==> src/logic/dog_pkg.sv <==
// Constants shared by the watchdog configuration decoder files.
// Assumes a 24-bit program-once word and a 32-bit AXI4-Lite slave.
package dog_pkg;

  // ----------------------------------------------------------------
  // Register map (byte addresses)
  // ----------------------------------------------------------------
  localparam int ADDR_W = 8;
  localparam logic [7:0] OFS_CFG = 8'h00;
  localparam logic [7:0] OFS_CTRL = 8'h04;
  localparam logic [7:0] OFS_STAT = 8'h08;
  localparam logic [7:0] OFS_IRQ_STAT = 8'h0c;
  localparam logic [7:0] OFS_IRQ_MASK = 8'h10;

  // ----------------------------------------------------------------
  // Configuration word layout
  // ----------------------------------------------------------------
  localparam int CFG_W = 24;
  localparam logic [23:0] CFG_ERASED = 24'hffffff;
  localparam logic [23:0] CFG_UNIMPL = 24'hff0000;
  localparam int HW_EN_BIT = 15;
  localparam int SLP_LSB = 10;
  localparam int WIN_LSB = 8;
  localparam int WINDOW_DISABLE_BIT = 7;
  localparam int CLK_LSB = 5;
  localparam int RUN_LSB = 0;
  localparam int PER_W = 5;
  localparam logic [1:0] CSEL_SLOW_RC = 2'h3;
  localparam logic [1:0] CSEL_FAST_RC = 2'h2;
  localparam logic [1:0] CSEL_PB = 2'h1;
  localparam logic [1:0] WSEL_25 = 2'h3;
  localparam logic [1:0] WSEL_37 = 2'h2;
  localparam logic [1:0] WSEL_50 = 2'h1;
  localparam logic [2:0] EIGHTHS_25 = 3'h2;
  localparam logic [2:0] EIGHTHS_37 = 3'h3;
  localparam logic [2:0] EIGHTHS_50 = 3'h4;
  localparam logic [2:0] EIGHTHS_75 = 3'h6;
  localparam logic [2:0] CAP_SETTLE = 3'h3;

  // ----------------------------------------------------------------
  // Control, status and interrupt layout
  // ----------------------------------------------------------------
  localparam int CTRL_ON_BIT = 15;
  localparam int ST_RUN = 0;
  localparam int ST_WINMODE = 1;
  localparam int ST_SRC_LSB = 2;
  localparam int ST_SLEEP = 4;
  localparam int ST_EXP_LSB = 5;
  localparam int ST_WIN_LSB = 10;
  localparam int ST_LOADED = 13;
  localparam int IRQ_W = 3;
  localparam int IRQ_LOAD = 0;
  localparam int IRQ_PWR = 1;
  localparam int IRQ_SRC = 2;
  localparam logic [1:0] RESP_OKAY = 2'h0;
  localparam logic [1:0] RESP_SLVERR = 2'h2;

  typedef enum logic [1:0] {
    SRC_SLOW_RC = 2'b00,
    SRC_FAST_RC = 2'b01,
    SRC_PBCLK = 2'b10
  } dog_src_e;

endpackage

==> src/logic/cfg_capture.sv <==
// Samples the program-once fuse lines and latches them once after reset.
// Assumes the fuse lines are static but asynchronous to aclk.
`timescale 1ns/1ps
`default_nettype none
module cfg_capture (
  input wire logic aclk, // System clock
  input wire logic aresetn, // Synchronous reset, active low
  input wire logic [dog_pkg::CFG_W-1:0] fuse_word, // Raw fuse lines
  output logic [dog_pkg::CFG_W-1:0] cfg_word, // Latched word
  output logic cfg_loaded, // Word is valid
  output logic load_pulse // One cycle at load
);
  import dog_pkg::*;

  typedef struct packed {
    logic [CFG_W-1:0] s1;
    logic [CFG_W-1:0] s2;
    logic [CFG_W-1:0] word;
    logic [2:0] cnt;
    logic loaded;
    logic pulse;
  } cap_s;

  cap_s st_reg;
  cap_s st_next;

  // ----------------------------------------------------------------
  // Capture sequencer
  // ----------------------------------------------------------------
  // Wait for the synchroniser to fill, then freeze: the word cannot change
  // until the next reset, whatever the fuse lines do.
  always_comb begin
    st_next = st_reg;
    st_next.s1 = fuse_word;
    st_next.s2 = st_reg.s1;
    st_next.pulse = 1'b0;
    if (!st_reg.loaded) begin
      if (st_reg.cnt == CAP_SETTLE) begin
        st_next.word = st_reg.s2;
        st_next.loaded = 1'b1;
        st_next.pulse = 1'b1;
      end else begin
        st_next.cnt = st_reg.cnt + 3'h1;
      end
    end
  end

  // Erased word until loaded keeps the safest settings
  always_ff @(posedge aclk) begin
    if (!aresetn) begin
      st_reg <= '{s1: CFG_ERASED, s2: CFG_ERASED, word: CFG_ERASED,
                  cnt: 3'h0, loaded: 1'b0, pulse: 1'b0};
    end else begin
      st_reg <= st_next;
    end
  end

  assign cfg_word = st_reg.word;
  assign cfg_loaded = st_reg.loaded;
  assign load_pulse = st_reg.pulse;
endmodule
`default_nettype wire

==> src/logic/dog_decode.sv <==
// Combinational decode of the configuration word into watchdog settings.
// Assumes the word is stable and that its inputs share aclk.
`timescale 1ns/1ps
`default_nettype none
module dog_decode (
  input wire logic [dog_pkg::CFG_W-1:0] cfg_word, // Latched word
  input wire logic sw_on, // Software on bit
  input wire logic in_sleep, // Device asleep
  input wire logic sysclk_int, // System clock is internal or slow RC
  output logic run, // Watchdog runs
  output logic [dog_pkg::PER_W-1:0] period_exp, // Divide by 2^exp
  output logic [2:0] window_eighths, // Window in eighths
  output logic window_mode, // Window mode on
  output dog_pkg::dog_src_e clk_src // Selected clock
);
  import dog_pkg::*;

  // ----------------------------------------------------------------
  // Field decode
  // ----------------------------------------------------------------
  always_comb begin
    run = cfg_word[HW_EN_BIT] | sw_on;
    period_exp = in_sleep ? cfg_word[SLP_LSB +: PER_W] : cfg_word[RUN_LSB +: PER_W];
    window_mode = ~cfg_word[WINDOW_DISABLE_BIT];
    case (cfg_word[WIN_LSB +: 2])
      WSEL_25: window_eighths = EIGHTHS_25;
      WSEL_37: window_eighths = EIGHTHS_37;
      WSEL_50: window_eighths = EIGHTHS_50;
      default: window_eighths = EIGHTHS_75;
    endcase
    // Reserved select falls back to slow RC so the dog never loses its clock
    case (cfg_word[CLK_LSB +: 2])
      CSEL_SLOW_RC: clk_src = SRC_SLOW_RC;
      CSEL_FAST_RC: begin
        clk_src = (window_mode && !sysclk_int && !in_sleep) ?
          SRC_FAST_RC : SRC_SLOW_RC;
      end
      CSEL_PB: begin
        clk_src = (!sysclk_int && !in_sleep) ? SRC_PBCLK : SRC_SLOW_RC;
      end
      default: clk_src = SRC_SLOW_RC;
    endcase
  end
endmodule
`default_nettype wire

==> src/logic/watchdog_config_decode.sv <==
// Watchdog configuration decoder with AXI4-Lite register access.
// Assumes sleep and clock-status inputs come from logic on aclk and the
// fuse lines are asynchronous static levels.
//
// The AXI4-Lite slave port and the register addresses were left to the implementer.
`timescale 1ns/1ps
`default_nettype none
module watchdog_config_decode (
  input wire logic aclk, // 20 MHz system clock
  input wire logic aresetn, // Synchronous reset, active low
  input wire logic [dog_pkg::CFG_W-1:0] fuse_word, // Program-once fuse lines
  input wire logic in_sleep, // Device in sleep
  input wire logic sysclk_int, // System clock is internal or slow RC
  // AXI4-Lite write address
  input wire logic [dog_pkg::ADDR_W-1:0] s_axi_awaddr, // Write address
  input wire logic s_axi_awvalid, // Write address valid
  output logic s_axi_awready, // Write address ready
  // AXI4-Lite write data
  input wire logic [31:0] s_axi_wdata, // Write data
  input wire logic [3:0] s_axi_wstrb, // Byte strobes
  input wire logic s_axi_wvalid, // Write data valid
  output logic s_axi_wready, // Write data ready
  // AXI4-Lite write response
  output logic [1:0] s_axi_bresp, // Write response
  output logic s_axi_bvalid, // Write response valid
  input wire logic s_axi_bready, // Write response ready
  // AXI4-Lite read
  input wire logic [dog_pkg::ADDR_W-1:0] s_axi_araddr, // Read address
  input wire logic s_axi_arvalid, // Read address valid
  output logic s_axi_arready, // Read address ready
  output logic [31:0] s_axi_rdata, // Read data
  output logic [1:0] s_axi_rresp, // Read response
  output logic s_axi_rvalid, // Read data valid
  input wire logic s_axi_rready, // Read data ready
  // Decoded watchdog settings
  output logic dog_run, // Watchdog runs
  output logic [dog_pkg::PER_W-1:0] dog_period_exp, // Active divider exponent
  output logic [2:0] dog_window_eighths, // Window size in eighths
  output logic dog_window_mode, // Window mode active
  output dog_pkg::dog_src_e dog_clk_src, // Watchdog clock source
  output logic irq // Level interrupt
);
  import dog_pkg::*;

  // ----------------------------------------------------------------
  // State
  // ----------------------------------------------------------------
  // Register map, byte addresses on the slave:
  //   0x00 configuration word, read only; a write answers SLVERR
  //   0x04 control, bit 15 is the software on bit
  //   0x08 status, read-only view of what the outputs drive
  //   0x0c interrupt status, write one to clear
  //   0x10 interrupt mask, same layout as the status bits
  //   anything else reads zero and answers SLVERR either way
  // Interrupt bits: 0 word loaded, 1 power state changed, 2 clock source
  // changed. The source event waits until the word has loaded, so the
  // step from reset defaults to the fuse settings never raises it.
  // Status bits: 0 run, 1 window mode, 3..2 source, 4 asleep,
  // 9..5 active exponent, 12..10 window eighths, 13 word loaded.
  // All state lives in one packed struct: a single register process
  // holds it and every output leaves straight from a flop.
  // Trade-off: the decoded outputs lag their inputs by one cycle.

  typedef struct packed {
    logic aw_got;
    logic w_got;
    logic [ADDR_W-1:0] awaddr;
    logic [31:0] wdata;
    logic [3:0] wstrb;
    logic awready;
    logic wready;
    logic bvalid;
    logic [1:0] bresp;
    logic arready;
    logic rvalid;
    logic [31:0] rdata;
    logic [1:0] rresp;
    logic ctrl_on;
    logic [IRQ_W-1:0] irq_stat;
    logic [IRQ_W-1:0] irq_mask;
    logic irq;
    logic run;
    logic [PER_W-1:0] exp;
    logic [2:0] win;
    logic winmode;
    dog_src_e src;
    logic sleep_prev;
    logic loaded;
  } top_s;

  top_s st_reg;
  top_s st_next;

  // Wires between the submodules and the register process
  logic [CFG_W-1:0] cfg_word;
  logic cfg_loaded;
  logic load_pulse;
  logic dec_run;
  logic [PER_W-1:0] dec_exp;
  logic [2:0] dec_win;
  logic dec_winmode;
  dog_src_e dec_src;
  logic [31:0] status_word;
  logic [31:0] cfg_read;

  // ----------------------------------------------------------------
  // Submodules
  // ----------------------------------------------------------------
  // Fuse lines are synchronised and frozen once per reset
  cfg_capture u_cap (
    .aclk(aclk),
    .aresetn(aresetn),
    .fuse_word(fuse_word),
    .cfg_word(cfg_word),
    .cfg_loaded(cfg_loaded),
    .load_pulse(load_pulse)
  );

  // Pure decode; its results are registered here before leaving
  dog_decode u_dec (
    .cfg_word(cfg_word),
    .sw_on(st_reg.ctrl_on),
    .in_sleep(in_sleep),
    .sysclk_int(sysclk_int),
    .run(dec_run),
    .period_exp(dec_exp),
    .window_eighths(dec_win),
    .window_mode(dec_winmode),
    .clk_src(dec_src)
  );

  // ----------------------------------------------------------------
  // Read views
  // ----------------------------------------------------------------
  // Unimplemented upper bits read as ones, bits above the word as zero
  assign cfg_read = {8'h00, cfg_word | CFG_UNIMPL};

  // Status shows what the outputs currently drive
  always_comb begin
    status_word = 32'h0;
    status_word[ST_RUN] = st_reg.run;
    status_word[ST_WINMODE] = st_reg.winmode;
    status_word[ST_SRC_LSB +: 2] = st_reg.src;
    status_word[ST_SLEEP] = st_reg.sleep_prev;
    status_word[ST_EXP_LSB +: PER_W] = st_reg.exp;
    status_word[ST_WIN_LSB +: 3] = st_reg.win;
    status_word[ST_LOADED] = st_reg.loaded;
  end

  // ----------------------------------------------------------------
  // Next state
  // ----------------------------------------------------------------
  // Slave timing: a half taken at edge N is held, the write happens at
  // the next edge and bvalid rises with it. A read is answered at the edge
  // that takes its address. A ready drops while its own half or response is open, so
  // at most one write and one read are under way.
  // Hazard avoided: no write path reaches the latched word at all.
  always_comb begin
    logic do_write;
    logic [IRQ_W-1:0] ev_set;
    logic [IRQ_W-1:0] ev_clr;
    do_write = 1'b0;
    ev_set = '0;
    ev_clr = '0;
    st_next = st_reg;

    // Address and data are taken in either order and held
    if (s_axi_awvalid && st_reg.awready) begin
      st_next.aw_got = 1'b1;
      st_next.awaddr = s_axi_awaddr;
    end
    if (s_axi_wvalid && st_reg.wready) begin
      st_next.w_got = 1'b1;
      st_next.wdata = s_axi_wdata;
      st_next.wstrb = s_axi_wstrb;
    end

    // Response retires the pending write
    if (st_reg.bvalid && s_axi_bready) begin
      st_next.bvalid = 1'b0;
    end

    // Perform the write once both halves are held
    if (st_reg.aw_got && st_reg.w_got && !st_reg.bvalid) begin
      do_write = 1'b1;
      st_next.aw_got = 1'b0;
      st_next.w_got = 1'b0;
      st_next.bvalid = 1'b1;
      st_next.bresp = RESP_OKAY;
      case (st_reg.awaddr)
        OFS_CTRL: begin
          if (st_reg.wstrb[1]) begin
            st_next.ctrl_on = st_reg.wdata[CTRL_ON_BIT];
          end
        end
        OFS_IRQ_STAT: begin
          if (st_reg.wstrb[0]) begin
            ev_clr = st_reg.wdata[IRQ_W-1:0];
          end
        end
        OFS_IRQ_MASK: begin
          if (st_reg.wstrb[0]) begin
            st_next.irq_mask = st_reg.wdata[IRQ_W-1:0];
          end
        end
        // Program-once word refuses software writes
        OFS_CFG: st_next.bresp = RESP_SLVERR;
        default: st_next.bresp = RESP_SLVERR;
      endcase
    end

    // One read at a time, answered the cycle after it is taken
    if (st_reg.rvalid && s_axi_rready) begin
      st_next.rvalid = 1'b0;
    end
    if (s_axi_arvalid && st_reg.arready) begin
      st_next.rvalid = 1'b1;
      st_next.rresp = RESP_OKAY;
      case (s_axi_araddr)
        OFS_CFG: st_next.rdata = cfg_read;
        OFS_CTRL: st_next.rdata = {16'h0, st_reg.ctrl_on, 15'h0};
        OFS_STAT: st_next.rdata = status_word;
        OFS_IRQ_STAT: st_next.rdata = {29'h0, st_reg.irq_stat};
        OFS_IRQ_MASK: st_next.rdata = {29'h0, st_reg.irq_mask};
        default: begin
          st_next.rdata = 32'h0;
          st_next.rresp = RESP_SLVERR;
        end
      endcase
    end

    // Ready flags: one write and one read in flight at most
    st_next.awready = !st_next.aw_got && !st_next.bvalid && !do_write;
    st_next.wready = !st_next.w_got && !st_next.bvalid && !do_write;
    st_next.arready = !st_next.rvalid;

    // Register decoded settings so outputs leave from flops
    st_next.run = dec_run;
    st_next.exp = dec_exp;
    st_next.win = dec_win;
    st_next.winmode = dec_winmode;
    st_next.src = dec_src;
    st_next.sleep_prev = in_sleep;
    st_next.loaded = cfg_loaded;

    // Events: load, power-state change, clock source change
    // Each is a one-cycle strobe into the sticky bits below
    ev_set[IRQ_LOAD] = load_pulse;
    ev_set[IRQ_PWR] = (in_sleep != st_reg.sleep_prev);
    ev_set[IRQ_SRC] = st_reg.loaded && (dec_src != st_reg.src);

    // A set in the same cycle as its clear wins, so no event is lost
    st_next.irq_stat = (st_reg.irq_stat & ~ev_clr) | ev_set;
    st_next.irq = |(st_next.irq_stat & st_next.irq_mask);
  end

  // ----------------------------------------------------------------
  // State register
  // ----------------------------------------------------------------
  // Software on bit resets off, so only the fuse can start the dog early
  always_ff @(posedge aclk) begin
    if (!aresetn) begin
      st_reg <= '{aw_got: 1'b0, w_got: 1'b0, awaddr: '0, wdata: '0,
                  wstrb: '0, awready: 1'b0, wready: 1'b0, bvalid: 1'b0,
                  bresp: RESP_OKAY, arready: 1'b0, rvalid: 1'b0,
                  rdata: '0, rresp: RESP_OKAY, ctrl_on: 1'b0,
                  irq_stat: '0, irq_mask: '0, irq: 1'b0, run: 1'b0,
                  exp: '0, win: '0, winmode: 1'b0, src: SRC_SLOW_RC,
                  sleep_prev: 1'b0, loaded: 1'b0};
    end else begin
      st_reg <= st_next;
    end
  end

  // ----------------------------------------------------------------
  // Outputs
  // ----------------------------------------------------------------
  // Bus handshake outputs, each a plain copy of a state bit
  assign s_axi_awready = st_reg.awready;
  assign s_axi_wready = st_reg.wready;
  assign s_axi_bvalid = st_reg.bvalid;
  assign s_axi_bresp = st_reg.bresp;
  assign s_axi_arready = st_reg.arready;
  assign s_axi_rvalid = st_reg.rvalid;
  assign s_axi_rdata = st_reg.rdata;
  assign s_axi_rresp = st_reg.rresp;

  // Decoded settings and the interrupt line
  assign dog_run = st_reg.run;
  assign dog_period_exp = st_reg.exp;
  assign dog_window_eighths = st_reg.win;
  assign dog_window_mode = st_reg.winmode;
  assign dog_clk_src = st_reg.src;
  assign irq = st_reg.irq;
endmodule
`default_nettype wire

==> config.mk <==
export PLATFORM = sky130hd
export DESIGN_NAME = watchdog_config_decode
export DESIGN_NICKNAME = d
export VERILOG_FILES = /design/src/logic/dog_pkg.sv /design/src/logic/cfg_capture.sv /design/src/logic/dog_decode.sv /design/src/logic/watchdog_config_decode.sv
export SDC_FILE = /design/constraint.sdc
export NUM_CORES = 1
export LEC_CHECK = 0
export ABC_AREA = 1
export BUFFER_PORTS_ARGS = -buffer_cell sky130_fd_sc_hd__buf_4
export CORE_UTILIZATION = 33
export DETAILED_ROUTE_END_ITERATION = 16
export PLACE_DENSITY = 0.65
export SLEW_MARGIN = 10
export SYNTH_ARGS = -nofsm -noshare
export SYNTH_HDL_FRONTEND = slang
export SYNTH_SLANG_ARGS = --single-unit
==> constraint.sdc <==
create_clock -name aclk -period 1.9 [get_ports aclk]
set_input_delay 0.19 -clock aclk [delete_from_list [all_inputs] [get_ports aclk]]
set_output_delay 0.19 -clock aclk [all_outputs]
set_load 0.02 [all_outputs]
==> reports/results.ini <==
[outcome]
status=completed

[global_routing]
grt_first_pass_wirelength_um=15500
grt_pass1_vias=3347
grt_max_degree=43
grt.total_usage_pct=13.6
overflow=0
antenna_found_initial=0

[sta]
finalCriticalPeriod_ns=1.49
fin_tns_setup_ns=0
slew_viol_final=0
finalSetupViolCount=0
fin_skew_ns=0.00719
rsz0062_at_grt=no
hold_violations=0
tightest_slew_ns=0.548
max_slew_margin_pct=63.3
fmax_ghz=0.673
period_share_pct=78.2

[synthesis]
netlist_area_mm2=0.00468
synthDistinctLibCells=29
synth_commonest_cells=115 x dfxtp_1, 115 x nand2_1, 74 x nor2_1
synth_top_area_cell=dfxtp_1
synth_top_area_share_pct=49.2
synth_ff_type=dfxtp_1
synthTopCellsByArea=dfxtp_1 49%, nand2_1 9.2%, buf_4 7.5%
ys_async_sr_fraction_pct=0
yosys_warnings=0
syn_avg_cell_area_um2=7.97
ys_ff_latch=115
synth_edf_count=0
seq_area_frac_synth_pct=49.2
syn-instance-count=587

[power]
pwr_density_cell_mw_per_mm2=1090
p_leak_uw=0.00264
vdd.ir_drop.worst_v=0.000634
switching_share_pct=24.7
power_switching_uw=1600
pwr-share-comb_pct=11.3
internal-power_uw=4870
total_power_uw=6470
clkPwrFrac_pct=45.8
seqPwrFrac_pct=42.9

[critical_path]
reg2regPathDepth=8
reg2reg_setup_slack_ns=0.41
cp-end-kind=register
rr_startpoint=st_reg[99]
cp-start-kind=register
cp_max_fo=4
worstPathRequired_ns=2.18
cp_data_arrival_time_ns=1.77
r2r_end=irq
path_class=reg2reg

[worst_hold_path]
hold_end=st_reg[82]
worstHoldStart=s_axi_wdata[15]
hold_depth=3
worstHoldPathType=in2reg

[cts]
cts_root_buffer=clkbuf_16
cts.sinks=115
clkTransAtPathRegs_ns=0.05
cts_tree=built
numCtsBuffers=17
cts-resized-gates=0
clockBufferDepth=2
clkLatencyLatePin_ns=0.40
ctsHtreeMaxLevel=4

[die]
core_area_mm2=0.0139
die-area_mm2=0.0147
die_height_um=121
die_w_um=121
rows=43
start_util_pct=33.7
ioPinCount=139

[detailed_routing]
routedWlPerCell_um=10.8
highest-signal-layer=met4
m1WireLength_um=4510
wl_um=9250
postRouteAntennaNets=0
met2_length_um=4150
post_drt_via_cell_ratio=4.23
drt_iter0_markers=201
drc_errors=0
routed-wl-met3_um=443
drt-pass1-iter-count=4
vias=3613

[cells_and_area]
drive_above_1_share_pct=28.9
regArea_mm2=0.00230
nets=751
largest_reg_flops=25
n_antenna_cell=0
n_fill_cell=1416
multi_input_area_mm2=0.00178
finalInstanceArea_mm2=0.00596
syn2layout_area_growth_pct=27.3

[placed_design]
io_buffers=90
gp_congestion=0.795
dp_hpwl_um=6720
placed_area_mm2=0.00523

[run]
max-cap-violations=0

[layer usage]
metal,GRT usage (%),vias up
met2,21.1,79
met5,0,-
met4,6.48,0
met3,3.71,13
li1,-,1945
met1,17.4,1576
[what timing repair did]
action | in CTS | in global routing
setup buffers | 0 | 0
endpoints found under the hold margin | 16 | 0
hold buffers | 16 | 0
[cells by family (layout without fill, tap and decap cells)]
kind of cell,after synthesis,count (layout),synth area share (%)
other cells,1,10,0.0802
fa+ha+maj,4,4,1.07
simple gates,282,282,26.9
compound gates,71,71,9.12
flops,115,115,49.2
buf+inv,113,192,13.4
xor+xnor,1,1,0.187
[critical path, cell delays in order (launching register included)]
cell     delay (ns)
dfxtp_1        0.30
nor2_1         0.21
nand2_1        0.08
nor2_1         0.25
nand3_1        0.18
nand2_1        0.08
o21ai_0        0.10
nand2_1        0.09
nand3_1        0.08
[worst max path at each step]
stage / startpoint / end / depth (start not counted)
2_1_floorplan: u_cap.st_reg[2] / u_cap.cfg_word[0] / 8
3_3_place_gp: st_reg[99] / irq / 8
3_5_place_dp: u_cap.st_reg[2] / u_cap.cfg_word[9] / 7
4_1_cts: u_cap.st_reg[2] / u_cap.cfg_word[9] / 7
5_1_grt: st_reg[99] / irq / 8
6_report: st_reg[99] / irq / 8
[final cells by class]
cell class / count / share of cell area (%)
clock buffer: 24 / 8.25
clock inverter: 8 / 1.28
inverter: 47 / 2.98
multi-input combinational: 368 / 29.9
sequential: 115 / 38.6
tap: 180 / 3.78
timing repair buffer: 113 / 15.1
[power by group through the flow]
stage | Combinational [µW] | Sequential [µW] | Clock, µW
final | 731 | 2780 | 2960
after global routing | 846 | 2800 | 3150
after CTS | 742 | 2780 | 3020
after detailed placement | 708 | 2830 | 0
after global placement | 694 | 2830 | 0
after floorplan | 515 | 2790 | 0
[metrics by stage]
stage | worst slack [ns] | util [%] | hold WS, ns | cells
6_report | 0.414 | 42.9 | 0.0442 | 855
5_1_grt | 0.200 | 42.9 | 0.0657 | 855
4_1_cts | 0.398 | 42.9 | 0.0360 | 855
3_5_place_dp | 0.403 | 37.7 | 0.383 | 807
3_3_place_gp | 0.435 | 37.7 | 0.379 | 807
2_1_floorplan | 0.442 | - | 0.297 | 596
[cells in the final DEF (no fill, tap or decap), types with 6 or more instances in the layout]
| cell type | synthesis | final |
|---|---|---|
| nand4_1 | 6 | 6 |
| nand2_1 | 115 | 115 |
| clkbuf_16 | 0 | 17 |
| nor2_1 | 74 | 74 |
| nand3_1 | 30 | 30 |
| dlygate4sd3_1 | 0 | 16 |
| buf_4 | 47 | 96 |
| inv_1 | 45 | 44 |
| o21ai_2 | 10 | 10 |
| a21oi_2 | 7 | 7 |
| o21ai_0 | 27 | 27 |
| or2_2 | 32 | 32 |
| conb_1 | 1 | 10 |
| dfxtp_1 | 115 | 115 |
| nand2_2 | 14 | 14 |
| a21oi_1 | 24 | 24 |
Note: power is estimated with default switching activity, not from simulation.
